**src/plc_pkg.sv**
```systemverilog
// Operation
// Bus-A pattern bit 8 inverted when set
// Pattern control changed only while disabled
// Enable bit: 0 disables, 1 enables; reset 1
// Disable interface before changing other configuration
// Disabled interface held reset, outputs down, gated
// Disabled: frame counter reset, sysref ignored
// Calibration enabled before interface enabled
// Interface disabled before calibration disabled
// Mode register written only while disabled
// Width select: 12, 11, 10, 8 bits
// Interleave bit: 0 dual, 1 single; reset 0
// Calibration off before changing interleave bit
// Align bit: 0 staggered buses, 1 aligned
// Demux bit: 0 two buses, 1 four; reset 1
// Frame length multiples of four, 4..128
// Unit interval is one or two clocks
// Strobe period follows programmed frame length
// Software avoids frame length of four
// Software sync request bit, reset to 1
// Writing 0 requests sync like hardware input
// Counter wraps per frame, strobe marks boundary
package plc_pkg;
  localparam int        WB_ADR_W       = 12;
  localparam int        WB_DAT_W       = 32;
  // Register indices; byte address is four times the index
  localparam logic [9:0] IDX_ENABLE    = 10'h200;
  localparam logic [9:0] IDX_MODE      = 10'h201;
  localparam logic [9:0] IDX_FRAME     = 10'h202;
  localparam logic [9:0] IDX_SYNC      = 10'h203;
  localparam logic [9:0] IDX_PATTERN   = 10'h190;
  localparam logic [9:0] IDX_STATUS    = 10'h2f0;
  localparam logic [7:0] RST_ENABLE    = 8'h01;
  localparam logic [7:0] RST_MODE      = 8'h01;
  localparam logic [7:0] RST_FRAME     = 8'h80;
  localparam logic [7:0] RST_SYNC      = 8'h01;
  localparam logic [7:0] RST_PATTERN   = 8'h1e;
  localparam int        POS_WIDTH      = 4;
  localparam int        POS_INTERLEAVE = 2;
  localparam int        POS_ALIGN      = 1;
  localparam int        POS_DEMUX      = 0;
  localparam int        POS_INV_A      = 0;
  localparam int        PAT_CTRL_W     = 5;
  localparam int        INV_A_BIT      = 8;
  localparam int        PATTERN_W      = 12;
  localparam int        NUM_BUSES      = 4;
  localparam logic [3:0] BUSES_DEMUX1  = 4'h3;
  localparam logic [3:0] BUSES_DEMUX2  = 4'hf;

  typedef struct packed {
    logic [1:0] sample_width_sel;
    logic       interleave;
    logic       bus_align_sel;
    logic       demux_factor_sel;
  } mode_t;

  typedef struct packed {
    logic [7:0] ui_count;
    logic       sync_active;
    logic       link_active;
  } link_status_t;
endpackage

```
**src/frame_strobe_counter.sv**
```systemverilog
`timescale 1ns/1ps
module frame_strobe_counter
  import plc_pkg::*;
#(
  parameter int LEN_W = 8
) (
  input  wire logic             i_clock,
  input  wire logic             i_resetn,
  input  wire logic             i_enable,
  input  wire logic             i_clock_edge,
  input  wire logic             i_two_edges,
  input  wire logic [LEN_W-1:0] i_frame_length,
  input  wire logic             i_realign,
  output logic                  o_frame_strobe,
  output logic [LEN_W-1:0]      o_ui_count
);
  logic phase;
  logic ui_done;

  assign ui_done = i_clock_edge && (!i_two_edges || phase);

  always_ff @(posedge i_clock or negedge i_resetn) begin
    if (!i_resetn) begin
      phase          <= 1'b0;
      o_ui_count     <= '0;
      o_frame_strobe <= 1'b0;
    end else if (!i_enable || i_realign) begin
      phase          <= 1'b0;
      o_ui_count     <= '0;
      o_frame_strobe <= 1'b0;
    end else begin
      o_frame_strobe <= 1'b0;
      if (i_clock_edge) begin
        phase <= i_two_edges && !phase;
      end
      if (ui_done) begin
        if (o_ui_count == i_frame_length - 1'b1) begin
          o_ui_count     <= '0;
          o_frame_strobe <= 1'b1;
        end else begin
          o_ui_count <= o_ui_count + 1'b1;
        end
      end
    end
  end
endmodule

```
**src/parallel_output_link_config.sv**
```systemverilog
`timescale 1ns/1ps
module parallel_output_link_config
  import plc_pkg::*;
(
  input  wire logic                  i_clock,
  input  wire logic                  i_resetn,
  input  wire logic                  i_wb_cyc,
  input  wire logic                  i_wb_stb,
  input  wire logic                  i_wb_we,
  input  wire logic [WB_ADR_W-1:0]   i_wb_adr,
  input  wire logic [3:0]            i_wb_sel,
  input  wire logic [WB_DAT_W-1:0]   i_wb_dat,
  output logic [WB_DAT_W-1:0]        o_wb_dat,
  output logic                       o_wb_ack,
  input  wire logic                  i_link_clock,
  input  wire logic                  i_sync_n,
  input  wire logic                  i_sysref,
  input  wire logic [PATTERN_W-1:0]  i_pattern,
  output logic [PATTERN_W-1:0]       o_bus_a_pattern,
  output logic                       o_link_reset_n,
  output logic [NUM_BUSES-1:0]       o_bus_enable,
  output logic [NUM_BUSES-1:0]       o_bus_clock,
  output logic                       o_frame_strobe,
  output logic                       o_sync_request,
  output mode_t                      o_mode,
  output logic [3:0]                 o_sample_bits,
  output logic [7:0]                 o_frame_length
);
  // Pin synchronisers; first stages feed only second stages
  logic       link_clock_meta;
  logic       link_clock_sync;
  logic       link_clock_last;
  logic       sync_n_meta;
  logic       sync_n_sync;
  logic       sysref_meta;
  logic       sysref_sync;
  logic       sysref_last;
  logic       link_edge;
  logic       sysref_rise;

  logic       link_enable;
  mode_t      mode;
  logic [7:0] frame_length;
  logic       soft_sync_request_n;
  logic [PAT_CTRL_W-1:0] test_pattern_control;
  logic       pattern_invert_bus_a;

  logic       bus_request;
  logic       bus_write;
  logic [9:0] reg_index;
  logic       next_sync;
  logic [7:0] ui_count;
  logic       strobe;
  link_status_t status;
  logic [NUM_BUSES-1:0] active_buses;

  always_ff @(posedge i_clock or negedge i_resetn) begin
    if (!i_resetn) begin
      link_clock_meta <= 1'b0;
      link_clock_sync <= 1'b0;
      link_clock_last <= 1'b0;
    end else begin
      link_clock_meta <= i_link_clock;
      link_clock_sync <= link_clock_meta;
      link_clock_last <= link_clock_sync;
    end
  end

  always_ff @(posedge i_clock or negedge i_resetn) begin
    if (!i_resetn) begin
      sync_n_meta <= 1'b1;
      sync_n_sync <= 1'b1;
    end else begin
      sync_n_meta <= i_sync_n;
      sync_n_sync <= sync_n_meta;
    end
  end

  always_ff @(posedge i_clock or negedge i_resetn) begin
    if (!i_resetn) begin
      sysref_meta <= 1'b0;
      sysref_sync <= 1'b0;
      sysref_last <= 1'b0;
    end else begin
      sysref_meta <= i_sysref;
      sysref_sync <= sysref_meta;
      sysref_last <= sysref_sync;
    end
  end

  assign link_edge   = link_clock_sync && !link_clock_last;
  // Sysref only realigns a running interface
  assign sysref_rise = sysref_sync && !sysref_last && link_enable;

  // Wishbone classic slave, answer one cycle after request
  assign bus_request = i_wb_cyc && i_wb_stb && !o_wb_ack;
  assign bus_write   = bus_request && i_wb_we && i_wb_sel[0];
  assign reg_index   = i_wb_adr[WB_ADR_W-1:2];

  always_ff @(posedge i_clock or negedge i_resetn) begin
    if (!i_resetn) begin
      o_wb_ack <= 1'b0;
    end else begin
      o_wb_ack <= bus_request;
    end
  end

  always_ff @(posedge i_clock or negedge i_resetn) begin
    if (!i_resetn) begin
      link_enable <= RST_ENABLE[0];
    end else if (bus_write && reg_index == IDX_ENABLE) begin
      link_enable <= i_wb_dat[0];
    end
  end

  // Writes while enabled still land; keeping order is software's job
  always_ff @(posedge i_clock or negedge i_resetn) begin
    if (!i_resetn) begin
      mode <= mode_t'({RST_MODE[5:4], RST_MODE[2:0]});
    end else if (bus_write && reg_index == IDX_MODE) begin
      mode.sample_width_sel <= i_wb_dat[POS_WIDTH+:2];
      mode.interleave       <= i_wb_dat[POS_INTERLEAVE];
      mode.bus_align_sel    <= i_wb_dat[POS_ALIGN];
      mode.demux_factor_sel <= i_wb_dat[POS_DEMUX];
    end
  end

  always_ff @(posedge i_clock or negedge i_resetn) begin
    if (!i_resetn) begin
      frame_length <= RST_FRAME;
    end else if (bus_write && reg_index == IDX_FRAME) begin
      frame_length <= i_wb_dat[7:0];
    end
  end

  always_ff @(posedge i_clock or negedge i_resetn) begin
    if (!i_resetn) begin
      soft_sync_request_n <= RST_SYNC[0];
    end else if (bus_write && reg_index == IDX_SYNC) begin
      soft_sync_request_n <= i_wb_dat[0];
    end
  end

  always_ff @(posedge i_clock or negedge i_resetn) begin
    if (!i_resetn) begin
      test_pattern_control <= RST_PATTERN[PAT_CTRL_W-1:0];
    end else if (bus_write && reg_index == IDX_PATTERN) begin
      test_pattern_control <= i_wb_dat[PAT_CTRL_W-1:0];
    end
  end

  assign pattern_invert_bus_a = test_pattern_control[POS_INV_A];

  always_comb begin
    status             = '0;
    status.ui_count    = ui_count;
    status.sync_active = o_sync_request;
    status.link_active = link_enable;
  end

  // Unmapped addresses answer with zero data and ignore writes
  always_ff @(posedge i_clock or negedge i_resetn) begin
    if (!i_resetn) begin
      o_wb_dat <= '0;
    end else if (bus_request) begin
      case (reg_index)
        IDX_ENABLE:  o_wb_dat <= {31'h0, link_enable};
        IDX_MODE:    o_wb_dat <= {26'h0, mode.sample_width_sel, 1'b0, mode.interleave,
                                  mode.bus_align_sel, mode.demux_factor_sel};
        IDX_FRAME:   o_wb_dat <= {24'h0, frame_length};
        IDX_SYNC:    o_wb_dat <= {31'h0, soft_sync_request_n};
        IDX_PATTERN: o_wb_dat <= {27'h0, test_pattern_control};
        IDX_STATUS:  o_wb_dat <= {22'h0, status};
        default:     o_wb_dat <= '0;
      endcase
    end
  end

  // Link-facing side, held in reset while disabled except the mode, sample width and frame length copies
  frame_strobe_counter #(
    .LEN_W(8)
  ) frame_strobe_counter_inst (
    .i_clock        (i_clock),
    .i_resetn       (i_resetn),
    .i_enable       (link_enable),
    .i_clock_edge   (link_edge),
    .i_two_edges    (mode.demux_factor_sel),
    .i_frame_length (frame_length),
    .i_realign      (sysref_rise),
    .o_frame_strobe (strobe),
    .o_ui_count     (ui_count)
  );

  // Either the pin or the software bit requests sync
  assign next_sync = link_enable && (!soft_sync_request_n || !sync_n_sync);

  // Unused buses stay dark, clocks included
  assign active_buses = mode.demux_factor_sel ? BUSES_DEMUX2 : BUSES_DEMUX1;

  always_ff @(posedge i_clock or negedge i_resetn) begin
    if (!i_resetn) begin
      o_link_reset_n <= 1'b0;
      o_sync_request <= 1'b0;
      o_frame_strobe <= 1'b0;
    end else begin
      o_link_reset_n <= link_enable;
      o_sync_request <= next_sync;
      o_frame_strobe <= strobe;
    end
  end

  always_ff @(posedge i_clock or negedge i_resetn) begin
    if (!i_resetn) begin
      o_bus_enable <= '0;
      o_bus_clock  <= '0;
    end else if (!link_enable) begin
      o_bus_enable <= '0;
      o_bus_clock  <= '0;
    end else begin
      o_bus_enable <= active_buses;
      o_bus_clock  <= active_buses & {NUM_BUSES{link_clock_sync}};
    end
  end

  always_ff @(posedge i_clock or negedge i_resetn) begin
    if (!i_resetn) begin
      o_bus_a_pattern <= '0;
    end else if (!link_enable) begin
      o_bus_a_pattern <= '0;
    end else begin
      o_bus_a_pattern <= i_pattern ^ (PATTERN_W'(pattern_invert_bus_a) << INV_A_BIT);
    end
  end

  always_ff @(posedge i_clock or negedge i_resetn) begin
    if (!i_resetn) begin
      o_mode         <= '0;
      o_sample_bits  <= '0;
      o_frame_length <= '0;
    end else begin
      o_mode         <= mode;
      o_frame_length <= frame_length;
      case (mode.sample_width_sel)
        2'h0:    o_sample_bits <= 4'hc;
        2'h1:    o_sample_bits <= 4'hb;
        2'h2:    o_sample_bits <= 4'ha;
        default: o_sample_bits <= 4'h8;
      endcase
    end
  end
endmodule

```
**config.mk**
```make
export PLATFORM = sky130hd
export DESIGN_NAME = parallel_output_link_config
export DESIGN_NICKNAME = d
export VERILOG_FILES = /design/src/plc_pkg.sv /design/src/frame_strobe_counter.sv /design/src/parallel_output_link_config.sv
export SDC_FILE = /design/constraint.sdc
export NUM_CORES = 1
export LEC_CHECK = 0
export BUFFER_PORTS_ARGS = -buffer_cell sky130_fd_sc_hd__buf_2
export CORE_UTILIZATION = 49
export CTS_CLUSTER_SIZE = 16
export DETAILED_ROUTE_END_ITERATION = 12
export PLACE_DENSITY_LB_ADDON = 0.05
export SYNTH_ARGS = -nofsm -noshare
export SYNTH_HDL_FRONTEND = slang
export SYNTH_HIERARCHICAL = 1
export SYNTH_SLANG_ARGS = --single-unit
```
**constraint.sdc**
```tcl
create_clock -name i_clock -period 3 [get_ports i_clock]
set_input_delay 0.15 -clock i_clock [delete_from_list [all_inputs] [get_ports i_clock]]
set_output_delay 0.15 -clock i_clock [all_outputs]
set_load 0.01 [all_outputs]
```
Word level (Yosys, flattened, before mapping)
Cells that the tools add are included.
Widths: inputs -> output; s select.
{"block": "totals", "in_bits": 68, "reg_bits": 111, "wordCells": 89}
{"block": "classes", "n_eq_ne": 9, "n_bitwise": 2, "reduce_logical": 29, "mux": 14, "n_addsub": 2}
{"op": "$pmux 10 s6", "n": 1}
{"op": "$eq 10x10->1 const B", "n": 5}
{"op": "$mux 8", "n": 3}
{"op": "$logic_and 1x1->1", "n": 15}
{"op": "$mux 12", "n": 1}
{"op": "$mux 4", "n": 3}
{"op": "$xor 12x9->12", "n": 1}
{"op": "$eq 10x9->1 const B", "n": 1}
{"op": "$pmux 3 s3", "n": 1}
{"op": "$add 8x1->8 const B", "n": 1}
{"op": "$eq 8x8->1", "n": 1}
{"op": "$logic_not 1->1", "n": 8}
{"op": "$sub 8x1->8 const B", "n": 1}
{"op": "$mux 1", "n": 5}
{"op": "$and 4x4->4", "n": 1}
{"op": "$reduce_bool 2->1", "n": 2}
{"op": "$logic_or 1x1->1", "n": 3}
{"op": "$eq 2x1->1 const B", "n": 1}
{"op": "$eq 2x2->1 const B", "n": 1}
{"op": "$logic_not 2->1", "n": 1}

Longest topological paths before layout
{"block": "logic_depth", "depth_word": 5, "depth_mapped": 8, "ltp_nobuf": 8}

Modules after synthesis
Netlist, hierarchy kept.
{"mod": "parallel_output_link_config", "n_inst": 1, "area_per_inst_um2": 3011.6, "cells_each": 233, "seq_area_each_um2": 1864.3}
{"mod": "frame_strobe_counter", "n_inst": 1, "area_per_inst_um2": 797.0, "cells_each": 81, "seq_area_each_um2": 250.2}

Worst setup path before layout
OpenSTA, ideal clock, no wires.
{"block": "synth_path", "path_type": "reg2reg", "startpoint": "register frame_length[0]", "endpoint": "register frame_strobe_counter_inst.o_ui_count[3]", "t_arrival_ns": 2.134, "setup_slack_ns": 0.740, "path_stages_with_launch": 9, "cell_sequence": "dfrtp_1 inv_1 ha_1 or3b_4 nor3_2 xnor2_1 nor4_4 a2111oi_0 a221o_1"}
{"block": "synth_via", "elab_chain_len": 5}
{"element": "start, declared", "line_no": "parallel_output_link_config.sv:43", "text": "logic [7:0] frame_length;"}
{"element": "start signal, assigned", "line_no": "parallel_output_link_config.sv:132", "text": "frame_length <= i_wb_dat[7:0];"}
{"element": "$sub 8x1->8", "line_no": "frame_strobe_counter.sv:37", "text": "if (o_ui_count == i_frame_length - 1'b1) begin"}
{"element": "$eq 8x8->1", "line_no": "frame_strobe_counter.sv:37"}
{"element": "$mux 8", "line_no": "frame_strobe_counter.sv:37"}
{"element": "$mux 8", "line_no": "frame_strobe_counter.sv:36", "text": "if (ui_done) begin"}
{"element": "$mux 8", "line_no": "frame_strobe_counter.sv:27", "text": "end else if (!i_enable || i_realign) begin"}
{"element": "end signal, assigned", "line_no": "frame_strobe_counter.sv:41", "text": "o_ui_count <= o_ui_count + 1'b1;"}
{"element": "end, declared", "line_no": "frame_strobe_counter.sv:15", "text": "output logic [LEN_W-1:0] o_ui_count"}
No other way between the ends. The select of a mux whose other input is x is not followed.
A chain may end at the register's enable or synchronous reset.

Worst setup path in the final report
Same ends and word-level chain as after synthesis.

==> out/results.txt <==
Result of the run: complete, but fails checks
Violated checks: negative hold slack
Syn Area/Cell: 12.1 sq um
Sequential power share: 0.546
Global route overflow: 0
Post-synthesis sequential area ratio: 0.555
CP Depth: 8
Adder-cell area share of the yosys netlist: 0.0131
Number of synthesized flops with an enable pin: 0
Antenna cells: 0
Post-layout util: 0.622
Worst slew pin tran: 1050 ps
Multiplexer area fraction after synthesis: 0.0618
Fin crit share: 0.848
Drt total wl: 7640 um
Synth cell count leaders: dfrtp_1, buf_4, mux2_2
Gr usage total: 0.204
Xor/xnor cell area share of the yosys netlist: 0.0253
Part of the power in the clock network: 0.377
Crit-path leading delay family: simple AND/OR/NAND/NOR gates
Hold Crit Class: in2async
Synthesized flop and latch total: 84
Final setup violation count: 0
Power Internal: 1620 uW
Crit path max fanout: 8
Critical path's slowest cell: nor4_4
CTS tree: done
Most common cell in the synthesized netlist: dfrtp_1
Num rows: 31
PwrDens: 470 nW/um^2
DIE WIDTH: 90.2 um
Top_reg_cell synth: dfrtp_1
DRC viols: 0
CTS buffer count: 9
Largest net degree at the start of global routing: 85
I/O Buffers: 89
Detailed-route via count: 2,737
Final ANT Viol Nets: 0
Area grow syn2layout: 20.3%
Hold Vio Cnt, Final: 52
Asr flop ratio synth: 1.00
Worst Path Buf+Inv: 1
Number of H-tree levels: 3
Arrival time at the worst endpoint: 2790 ps
Synth top area share: 0.486
Cell Area, Placed: 4240 sq um
Worst reg2reg path depth: 8
Min Hold Slack: -48.4 ps
Synth Instances: 314
Synth Area in Compound Gates: 0.0966
Post-Synth Simple-Gate Area: 0.176
VDD IR-drop max: 0.308 mV
First-pass GRT wire length: 12,900 um
Post-route cell area: 4580 sq um
Crit Path Category: reg2reg
Chip height: 90.2 um
Startpoint types: flop
CTS max path bufs: 2
Via density: 5.25
Detailed placement HPWL: 5130 um
Switching share of power: 0.249
WP data required: 3240 ps
NetSw: 536 uW
Vias in the first global route: 2,594
Max-cap viol count: 0
Slew headroom: 0.301
Pleak: 0.00222 uW
Setup TNS: 0 ps
Routability cong.: 0.760
Fmax: 393 MHz
Clock sinks: 84
RSZ-0062 raised after global routing: false
Slew Viols, Final: 0
Layout cell share with drive strength beyond 1: 0.372
Netlist cell types: 55
First DRT Iteration DRCs: 213
Worst Skew: 7.46 ps
Clock root buffer master: clkbuf_8
Nets: 489
I/O Pins: 141
Post-DR wirelength/cell: 14.7 um
Power share of the combinational group: 0.077
Critical path capture point type: flop
Yosys top cell by area: dfrtp_1
Starting density of the core: 0.517
CP peak stage delay: 520 ps
Synthesized area: 3810 sq um
Initial antenna violation count: 0
Largest family of logic cells by synthesized area: simple AND/OR/NAND/NOR gates
Die area: 8130 sq um
Critical Path, Cell by Cell: inv_1 > ha_1 > or3b_4 > nor3_2 > xnor2_1 > nor4_4 > a21oi_4 > a221o_1
Ys Warns: 6
DR pass1 iterations: 4
Worst-path clk slew: 90 ps
Min Tclk post-route: 2540 ps
Synth top area cells: dfrtp_1, dfstp_2, mux2_2
Core area: 7370 sq um
Worst-Skew Late Latency: 360 ps
[kinds of logic after synthesis]
family,count (synthesis)
AOI/OAI and AO/OA,49
xor gates and xnor gates,11
adders and majority gates,4
buffers and inverters,43
DFF,84
muxes,21
other,2
and+or+nand+nor,100
[worst register-to-register path: stages, from the launching register on]
cell and delay, ps:
dfrtp_1 480, inv_1 100, ha_1 170, or3b_4 410, nor3_2 130, xnor2_1 130
nor4_4 520, a21oi_4 170, a221o_1 320
[per-stage QoR]
| step | cells | total power [uW] | worst slack [ps] |
|---|---|---|---|
| global route | 521 | 2260 | 292 |
| global placement | 491 | 1350 | 514 |
| detailed placement | 491 | 1350 | 492 |
| finish | 521 | 2150 | 457 |
| floorplan | 335 | 1290 | 740 |
| CTS | 521 | 2170 | 467 |
[flip-flops by register name, indices dropped and copies added (netlist names), 2 cells and up]
| register | flops |
|---|---|
| o_bus_enable | 2 |
| frame_strobe_counter_inst/o_ui_count | 8 |
| o_frame_length | 8 |
| o_bus_a_pattern | 12 |
| frame_length | 8 |
| o_bus_clock | 2 |
| o_mode | 5 |
| o_sample_bits | 4 |
| test_pattern_control | 5 |
| mode | 5 |
| o_wb_dat | 10 |
[final timing paths]
kind                                              from                                             endpoint  slack [ps]
setup reg to reg           frame_length[0]$_DFFE_PN0P_  frame_strobe_counter_inst/o_ui_count[3]$_DFFE_PN0P_         460
hold / removal                                i_resetn                           o_sample_bits[0]$_DFF_PN0_         -50
setup / recovery           frame_length[0]$_DFFE_PN0P_  frame_strobe_counter_inst/o_ui_count[3]$_DFFE_PN0P_         460
min in group i_clock                       i_wb_dat[6]                          frame_length[6]$_DFFE_PN0P_          20
max in group asynchronous                     i_resetn                                  mode[1]$_DFFE_PN0P_        2380
hold reg to reg                  sysref_meta$_DFF_PN0_                                sysref_sync$_DFF_PN0_         360
[placed cells by master, fill, tap and decap left out, types with 9 or more instances in the layout]
master / Yosys / layout
buf_2: 3 / 88
dfrtp_1: 74 / 74
conb_1: 2 / 23
mux2_2: 20 / 20
and2_1: 16 / 16
nand2_1: 16 / 16
dlygate4sd3_1: 0 / 14
nor2_1: 11 / 11
xnor2_1: 10 / 10
a21oi_1: 10 / 10
dfstp_2: 10 / 10
inv_1: 9 / 9
nand3_1: 9 / 9
clkbuf_8: 0 / 9
[layout make-up]
| cell class | instances | area [sq um] |
|---|---|---|
| clock buffers | 9 | 124 |
| clock inverters | 7 | 76.3 |
| fillers | 616 | 2790 |
| inverters | 9 | 33.8 |
| multi-input cells | 208 | 1510 |
| flip-flops and latches | 84 | 2110 |
| well taps | 99 | 124 |
| repair buffers | 105 | 603 |
[timing repair]
| item | in CTS | in global routing |
|---|---|---|
| resized for setup | 0 | 0 |
| buffers inserted | 0 | 0 |
| hold endpoints to repair | 14 | 0 |
| hold buffers | 14 | 0 |
| endpoints found under the setup margin | 0 | 0 |
[layer usage]
metal	part of all wire	global-route usage	routed length (um)
met5	0	0	0
met4	0.023	0.0901	178
met3	0.051	0.0431	388
met2	0.47	0.312	3570
met1	0.46	0.282	3500
[power by group through the flow]
stage,clock (uW),sequential [uW],combinational (uW)
2_1_floorplan,0,1200,91.2
3_3_place_gp,0,1200,152
3_5_place_dp,0,1200,154
4_1_cts,831,1170,168
5_1_grt,890,1180,187
6_report,811,1170,167
Power figures use the tool's default switching activity.
